`config.mk`:
```
export PLATFORM = sky130hd
export DESIGN_NAME = usb_int_enable_error_status
export DESIGN_NICKNAME = d
export VERILOG_FILES = /design/src/usb_int_pkg.sv /design/src/usb_int_enable_error_status.sv
export SDC_FILE = /design/constraint.sdc
export NUM_CORES = 1
export LEC_CHECK = 0
export ABC_CLOCK_PERIOD_IN_PS = 2600
export BUFFER_PORTS_ARGS = -buffer_cell sky130_fd_sc_hd__buf_2
export CORE_MARGIN = 2
export CORE_UTILIZATION = 30
export CTS_CLUSTER_SIZE = 10
export DETAILED_ROUTE_END_ITERATION = 12
export PLACE_DENSITY_LB_ADDON = 0.1
export SKIP_LAST_GASP = 1
export SYNTH_ARGS = -nofsm -noshare
export SYNTH_HDL_FRONTEND = slang
export SYNTH_SLANG_ARGS = --single-unit
```
`constraint.sdc`:
```
create_clock -name clk_sys -period 2.6 [get_ports clk_sys]
set_input_delay 0.39 -clock clk_sys [delete_from_list [all_inputs] [get_ports clk_sys]]
set_output_delay 0.39 -clock clk_sys [all_outputs]
set_load 0.01 [all_outputs]
```
`src/usb_int_pkg.sv`:
```
package usb_int_pkg;
   // ==========================================
   // register map (byte addresses, one word each)
   localparam logic [11:0] STATUS_ENABLE_ADDR = 12'h000;
   localparam logic [11:0] STATUS_FLAGS_ADDR  = 12'h004;
   localparam logic [11:0] ERROR_FLAGS_ADDR   = 12'h008;
   localparam logic [11:0] ERROR_ENABLE_ADDR  = 12'h00C;

   // ==========================================
   // implemented bit masks
   localparam logic [7:0] STATUS_MASK = 8'h7F;
   localparam logic [7:0] ERROR_MASK  = 8'h9F;

   // ==========================================
   // reset values
   localparam logic [7:0] STATUS_ENABLE_RESET = 8'h00;
   localparam logic [7:0] STATUS_FLAGS_RESET  = 8'h00;
   localparam logic [7:0] ERROR_FLAGS_RESET   = 8'h00;
   localparam logic [7:0] ERROR_ENABLE_RESET  = 8'h00;

   // ==========================================
   // field positions
   localparam int ERROR_SUMMARY_BIT = 1;
   localparam int TURNAROUND_BIT    = 4;
   localparam int DATA_SIZE_BIT     = 3;
   localparam int DATA_CRC_BIT      = 2;
   localparam int TOKEN_CRC_BIT     = 1;
   localparam int PID_CHECK_BIT     = 0;
   localparam int BIT_STUFF_BIT     = 7;

   // ==========================================
   // timing: idle bit times before turnaround timeout
   localparam logic [4:0] TURNAROUND_BIT_TIMES = 5'h10;
endpackage

```
`src/usb_int_enable_error_status.sv`:
```
`timescale 1ns/100ps
// Functional notes
// (RULE1) status-enable register: bits 6..0 enable sources
// (RULE2) zero enable blocks source, one passes it
// (RULE3) enable bit 1 gates error summary
// (RULE4) error summary is OR of error flags
// (RULE5) each error flag has its own enable
// (RULE6) error flags set in detection cycle
// (RULE7) error flags stay until software writes zero
// (RULE8) turnaround timeout after over 16 idle bits
// (RULE9) data field not whole bytes sets bit3
// (RULE10) data CRC16 failure sets bit2
// (RULE11) token CRC5 failure rejects token, sets bit1
// (RULE12) packet id check failure sets bit0
// (RULE13) bit stuffing violation sets bit7
// (RULE14) unimplemented bits read as zero
// (RULE15) flags set regardless of enables
// (RULE16) only enabled errors drive summary, not writable
// (RULE17) error-enable layout matches error flags
// (RULE18) all enabled status flags form module interrupt
// (RULE19) writing one never sets an error flag
// (RULE20) everything clears at reset
module usb_int_enable_error_status
(
   input  wire logic        clk_sys,
   input  wire logic        sys_rst,
   input  wire logic        psel,
   input  wire logic        penable,
   input  wire logic        pwrite,
   input  wire logic [11:0] paddr,
   input  wire logic [31:0] pwdata,
   output logic             pready,
   output logic [31:0]      prdata,
   output logic             pslverr,
   input  wire logic [6:0]  statusEvent,
   input  wire logic        bitTimeTick,
   input  wire logic        eopSeen,
   input  wire logic        responseSeen,
   input  wire logic        dataFieldPartial,
   input  wire logic        dataCrcFail,
   input  wire logic        tokenCrcFail,
   input  wire logic        tokenValidIn,
   input  wire logic        pidCheckFail,
   input  wire logic        bitStuffError,
   output logic             tokenAccepted,
   output logic             moduleInterruptFlag,
   output logic             errorSummaryFlag
);
   import usb_int_pkg::*;

   // ==========================================
   // turnaround watch states
   // armed from an end of packet until answered or timed out
   typedef enum logic [0:0]
   {
      WATCH_IDLE  = 1'b0,
      WATCH_ARMED = 1'b1
   } watch_state_t;

   // ==========================================
   // register state
   logic [7:0]   statusEnable_reg;
   logic [7:0]   statusEnable_next;
   logic [7:0]   statusFlags_reg;
   logic [7:0]   statusFlags_next;
   logic [7:0]   errorFlags_reg;
   logic [7:0]   errorFlags_next;
   logic [7:0]   errorEnable_reg;
   logic [7:0]   errorEnable_next;
   logic [4:0]   idleCount_reg;
   logic [4:0]   idleCount_next;
   watch_state_t watch_reg;
   watch_state_t watch_next;

   // ==========================================
   // bus decode
   function automatic logic addrHit
   (
      input logic [11:0] addr,
      input logic [11:0] base
   );
      return addr == base;
   endfunction

   wire        setupPhase  = psel & ~penable;
   wire        accessPhase = psel & penable;
   // writes land on the access edge; the slave never stretches it
   wire        wrStrobe    = accessPhase & pwrite;
   wire        hitEnable   = addrHit(paddr, STATUS_ENABLE_ADDR);
   wire        hitStatus   = addrHit(paddr, STATUS_FLAGS_ADDR);
   wire        hitErrFlags = addrHit(paddr, ERROR_FLAGS_ADDR);
   wire        hitErrEn    = addrHit(paddr, ERROR_ENABLE_ADDR);
   wire        hitAny      = hitEnable | hitStatus | hitErrFlags | hitErrEn;
   wire [7:0]  wrByte      = pwdata[7:0];

   // ==========================================
   // turnaround watchdog, counts idle bit times after an end of packet
   wire        watching    = (watch_reg == WATCH_ARMED);
   wire        idleLimit   = watching & bitTimeTick &
                             (idleCount_reg == TURNAROUND_BIT_TIMES);

   // (RULE8) timeout detect
   // strictly more than 16: the 17th idle bit time fires it
   // a fresh end of packet restarts the count even while armed
   always_comb
   begin
      idleCount_next = idleCount_reg;
      watch_next     = watch_reg;
      case (watch_reg)
         WATCH_IDLE:
         begin
            if (eopSeen)
            begin
               watch_next     = WATCH_ARMED;
               idleCount_next = 5'h00;
            end
         end
         WATCH_ARMED:
         begin
            if (eopSeen)
            begin
               idleCount_next = 5'h00;
            end
            else if (responseSeen | idleLimit)
            begin
               watch_next     = WATCH_IDLE;
               idleCount_next = 5'h00;
            end
            else if (bitTimeTick)
            begin
               idleCount_next = idleCount_reg + 5'h01;
            end
         end
         default:
         begin
            watch_next     = WATCH_IDLE;
            idleCount_next = 5'h00;
         end
      endcase
   end

   // ==========================================
   // error detection vector, same layout as the flags
   wire [7:0]  errorEvent;
   // (RULE13) bit stuffing error
   assign errorEvent[BIT_STUFF_BIT]  = bitStuffError;
   assign errorEvent[6:5]            = 2'h0;
   assign errorEvent[TURNAROUND_BIT] = idleLimit;
   // (RULE9) partial byte data
   assign errorEvent[DATA_SIZE_BIT]  = dataFieldPartial;
   // (RULE10) data crc failure
   assign errorEvent[DATA_CRC_BIT]   = dataCrcFail;
   // (RULE11) token crc failure
   assign errorEvent[TOKEN_CRC_BIT]  = tokenCrcFail;
   // (RULE12) pid check failure
   assign errorEvent[PID_CHECK_BIT]  = pidCheckFail;

   // (RULE5) per-flag enable gating, (RULE17) same positions
   wire [7:0]  maskedErrors = errorFlags_reg & errorEnable_reg & ERROR_MASK;
   // (RULE4) summary OR, (RULE16) only enabled flags count
   wire        summaryNow   = |maskedErrors;

   // summary bit lives in the status flags but is never stored, so
   // software can neither set nor clear it directly
   function automatic logic [7:0] storedStatus
   (
      input logic [7:0] raw
   );
      logic [7:0] summaryMask;
      summaryMask = 8'h01 << ERROR_SUMMARY_BIT;
      return raw & STATUS_MASK & ~summaryMask;
   endfunction

   wire [7:0]  statusView = storedStatus(statusFlags_reg) |
                            ({7'h00, summaryNow} << ERROR_SUMMARY_BIT);

   // (RULE2) enable gating, (RULE3) bit 1 gates summary, (RULE18) OR
   wire        irqNow = |(statusView & statusEnable_reg & STATUS_MASK);

   // ==========================================
   // register next values
   // (RULE14) unimplemented bits masked off on write; status flags also on read
   // (RULE1) seven enable bits
   assign statusEnable_next = (wrStrobe & hitEnable) ?
                              (wrByte & STATUS_MASK) : statusEnable_reg;
   assign errorEnable_next  = (wrStrobe & hitErrEn) ?
                              (wrByte & ERROR_MASK) : errorEnable_reg;

   // (RULE7) write zero clears, (RULE19) write one holds,
   // (RULE6) new detections win over a same-cycle clear
   // (RULE15) set independent of enables
   wire [7:0]  errKeep = (wrStrobe & hitErrFlags) ? wrByte : 8'hFF;
   assign errorFlags_next = ((errorFlags_reg & errKeep) | errorEvent) & ERROR_MASK;

   // status flags: sources set, software may set or clear (debug aid)
   wire [7:0]  statusWr = (wrStrobe & hitStatus) ? wrByte : statusFlags_reg;
   assign statusFlags_next = storedStatus(statusWr | {1'b0, statusEvent});

   // ==========================================
   // read mux
   wire [7:0]  readByte = hitEnable   ? statusEnable_reg :
                          hitStatus   ? statusView :
                          hitErrFlags ? errorFlags_reg :
                          hitErrEn    ? errorEnable_reg : 8'h00;

   // ==========================================
   // flops
   // one block per software register, one shared by the watchdog pair, keeps each reset value beside its flop
   // (RULE20) all clear at reset
   always_ff @(posedge clk_sys)
   begin
      if (sys_rst)
         statusEnable_reg <= STATUS_ENABLE_RESET;
      else
         statusEnable_reg <= statusEnable_next;
   end

   always_ff @(posedge clk_sys)
   begin
      if (sys_rst)
         statusFlags_reg <= STATUS_FLAGS_RESET;
      else
         statusFlags_reg <= statusFlags_next;
   end

   always_ff @(posedge clk_sys)
   begin
      if (sys_rst)
         errorFlags_reg <= ERROR_FLAGS_RESET;
      else
         errorFlags_reg <= errorFlags_next;
   end

   always_ff @(posedge clk_sys)
   begin
      if (sys_rst)
         errorEnable_reg <= ERROR_ENABLE_RESET;
      else
         errorEnable_reg <= errorEnable_next;
   end

   always_ff @(posedge clk_sys)
   begin
      if (sys_rst)
      begin
         idleCount_reg <= 5'h00;
         watch_reg     <= WATCH_IDLE;
      end
      else
      begin
         idleCount_reg <= idleCount_next;
         watch_reg     <= watch_next;
      end
   end

   // ==========================================
   // bus answer
   // zero-wait slave: pready comes up in the first access cycle
   // a registered answer costs no wait state, since the setup cycle
   // already carries address and direction
   wire [31:0] readWord    = (setupPhase & ~pwrite) ?
                             {24'h00_0000, readByte} : 32'h0000_0000;
   wire        unmappedNow = setupPhase & ~hitAny;

   always_ff @(posedge clk_sys)
   begin
      if (sys_rst)
      begin
         pready  <= 1'b0;
         prdata  <= 32'h0000_0000;
         pslverr <= 1'b0;
      end
      else
      begin
         pready  <= setupPhase;
         prdata  <= readWord;
         pslverr <= unmappedNow;
      end
   end

   // ==========================================
   // engine side outputs
   // (RULE11) token rejected on crc failure
   wire        tokenGood   = tokenValidIn & ~tokenCrcFail;

   always_ff @(posedge clk_sys)
   begin
      if (sys_rst)
         tokenAccepted <= 1'b0;
      else
         tokenAccepted <= tokenGood;
   end

   // (RULE18) interrupt leaves from a flop
   // both levels follow the flag that caused them by one edge
   always_ff @(posedge clk_sys)
   begin
      if (sys_rst)
      begin
         moduleInterruptFlag <= 1'b0;
         errorSummaryFlag    <= 1'b0;
      end
      else
      begin
         moduleInterruptFlag <= irqNow;
         errorSummaryFlag    <= summaryNow;
      end
   end
endmodule

```
==> results.sh <==
export IMPL_setup_viol=0
export IMPL_cts_sinks=44
export IMPL_tightest_slew_ns=0.556
export IMPL_skew_ns=0.00993
export IMPL_drtPass1Iterations=4
export IMPL_comb_power_share_pct=9.6
export IMPL_crit_path_max_incr_delay_ns=0.52
export IMPL_fillCellCount=758
export IMPL_via_per_inst=4.59
export IMPL_finalNonFillerCells=386
export IMPL_yosysTopAreaCell="dfxtp_1"
export IMPL_grt_pass1_vias=1558
export IMPL_place_inst=378
export IMPL_synth_cells=238
export IMPL_num_vias=1772
export IMPL_final_layout_size_suffix_gt1_share_pct=23.1
export IMPL_fmax_ghz=0.609
export IMPL_cts_root_buffer_cell="clkbuf_8"
export IMPL_cts_max_path_buffers=2
export IMPL_seq_area_frac_synth_pct=41.6
export IMPL_final_max_slew_viol_count=0
export IMPL_syn_avg_cell_area_um2=8.91
export IMPL_wl_per_cell_um=13.1
export IMPL_io_pins=102
export IMPL_yosysMostFrequentCell="dfxtp_1"
export IMPL_clk_pin_slew_ns=0.09
export IMPL_hold_viol_final=0
export IMPL_min_period_over_period_pct=63.2
export IMPL_cts_tree="yes"
export IMPL_crit_cells=5
export IMPL_drc_errors=0
export IMPL_yosysTopAreaCellShare_pct=41.6
export IMPL_slew_headroom_pct=62.8
export IMPL_antenna_found_initial=0
export IMPL_min_from="tokenCrcFail"
export IMPL_power_density_mw_per_mm2=556
export IMPL_synth_area_mm2=0.00212
export IMPL_power_switching_mw=0.342
export IMPL_whs_path_depth=2
export IMPL_grt_max_degree=32
export IMPL_critical_path_buf_inv_count=1
export IMPL_seq_power_share_pct=50.3
export IMPL_leakage_nw=1.09
export IMPL_drt_iter0_drc=54
export IMPL_rrSetupSlack_ns=1.24
export IMPL_p_sw_share_pct=24.5
export IMPL_r2r_start="idleCount_reg[0]"
export IMPL_core_mm2=0.00683
export IMPL_grt_setup_unrepaired="no"
export IMPL_wirelength_um=5040
export IMPL_synth_edf_count=0
export IMPL_grt_pass1_wl_um=7890
export IMPL_post_cts_buffers=0
export IMPL_dieArea_mm2=0.00775
export IMPL_placed_area_mm2=0.00239
export IMPL_crit_path_end_kind="flip-flop"
export IMPL_diodes=0
export IMPL_die_h_um=88.1
export IMPL_ir_worst_vdd_v=0.000199
export IMPL_yosysWarnings=0
export IMPL_synth_seq_cells=44
export IMPL_worst_setup_path_start_kind="primary input"
export IMPL_crit_fanout=8
export IMPL_gr_total_overflow=0
export IMPL_cts_resized=0
export IMPL_intPower_mw=1.05
export IMPL_io_buffers=52
export IMPL_drv_cap=0
export IMPL_rr_worst_depth=5
export IMPL_die_x_um=88.1
export IMPL_row_count=30
export IMPL_fin_tns_setup_ns=0
export IMPL_grt_use_total_pct=13.3
export IMPL_holdCritPathClass="primary input to flip-flop"
export IMPL_crit_chain="buf_2, nor4_4, nand3_1, or3b_1, a221oi_1"
export IMPL_place_gp_congestion=0.797
export IMPL_synth_ff_type="dfxtp_1"
export IMPL_nets=356
export IMPL_fin_area_mm2=0.00251
export IMPL_dp_hpwl_um=3700
export IMPL_ctsHoldBuffers=0
export IMPL_largest_register_ffs=8
export IMPL_pwr_share_clk_pct=40.1
export IMPL_drtAntennaViolNets=0
export IMPL_path_class="primary input to flip-flop"
export IMPL_clock_latency_ns=0.30
export IMPL_crit_path_top_delay_cell="or3b_1"
export IMPL_cpLargestDelayFamily="simple AND/OR/NAND/NOR gates"
export IMPL_layout_min_cycle_time_ns=1.64
export IMPL_cp_required_ns=2.80
export IMPL_synth_cell_types=41
export IMPL_holdPathEnd="tokenAccepted"
export IMPL_synth_top_cells_by_count="dfxtp_1 (44), buf_4 (24), a21oi_1 (22), nor2_1 (22), mux2i_1 (18)"
export IMPL_arrival_ns=1.84
export IMPL_r2r_end="idleCount_reg[4]"
export IMPL_cts_buffers=5
export IMPL_status="complete, no violations"
export IMPL_async_reset_ff_share_pct=0
export IMPL_synth_area_leaders="dfxtp_1 (42%), mux2i_1 (8.5%), buf_4 (8.5%)"
export IMPL_syn2layout_area_growth_pct=18.4
export IMPL_htree_num_levels=2
export IMPL_fin_hold_ws_ns=0.270
export IMPL_start_util_pct=31.0
-- worst max-delay path by stage --
stage / to / start / slack (ns)
global placement: prdata[0] / paddr[5] / 0.67
floorplan: prdata[0] / paddr[9] / 0.97
detailed placement: prdata[3] / paddr[5] / 0.64
finish: prdata[3] / paddr[5] / 0.96
CTS: prdata[3] / paddr[9] / 0.96
global route: prdata[3] / paddr[9] / 0.83
-- per-stage QoR --
step	total power [mW]	setup WS (ns)	util, %
6_report	1.40	0.957	36.7
5_1_grt	1.46	0.831	36.7
4_1_cts	1.42	0.962	36.7
3_5_place_dp	0.852	0.635	34.9
3_3_place_gp	0.852	0.666	34.9
2_1_floorplan	0.817	0.974	-
-- logic make-up (layout without fill, tap and decap cells) --
group / after synthesis / count (layout) / share of synthesized area [%]
DFF: 44 / 44 / 41.6
AOI/OAI and AO/OA: 61 / 61 / 17.7
xor gates and xnor gates: 3 / 3 / 1.24
adders and majority gates: 2 / 2 / 1.18
buffers and inverters: 43 / 72 / 12.0
muxes: 18 / 18 / 8.50
and+or+nand+nor: 66 / 66 / 17.7
other: 1 / 24 / 0.177
-- metal layers --
metal	up-vias	global-route usage (%)	wire length, um
met3	5	2.92	294
li1	908	-	-
met5	-	0	0
met1	796	18.4	2350
met4	0	4.55	67
met2	63	20.5	2330
-- worst reg2reg max path, cell delays in order (launching register included) --
cell,delay [ns]
dfxtp_1,0.34
inv_1,0.10
ha_1,0.19
a41oi_1,0.11
o21ai_0,0.41
a21oi_1,0.08
-- power by group through the flow --
stage          logic (mW)  registers (mW)  clock network [mW]
6_report            0.134           0.702               0.560
5_1_grt             0.148           0.704               0.605
4_1_cts             0.135           0.702               0.582
3_5_place_dp        0.134           0.718                   0
3_3_place_gp        0.134           0.718                   0
2_1_floorplan       0.102           0.715                   0
-- cell type report --
cell class              instances  area, um^2  area share [%]
multi-input cells             174        1070            42.6
clock buffers                   6        82.6            3.29
repair buffers                 55         283            11.3
flip-flops and latches         44         881            35.1
clock inverters                 2        38.8            1.55
inverters                       9        33.8            1.35
well taps                      96         120            4.79
-- cell usage in the layout, fill, tap and decap left out, types with 4 or more instances in the layout --
master    synthesis  layout
buf_2             3      52
dfxtp_1          44      44
conb_1            1      24
nor2_1           22      22
a21oi_1          22      22
mux2i_1          18      18
o21ai_0          17      17
nand3_1          16      16
inv_1             9       9
a211oi_1          6       6
clkbuf_8          0       6
nand4_1           5       5
nand2_1           4       4
a221oi_1          4       4
a22oi_1           4       4
No activity file was read; power rests on OpenSTA's default activity.
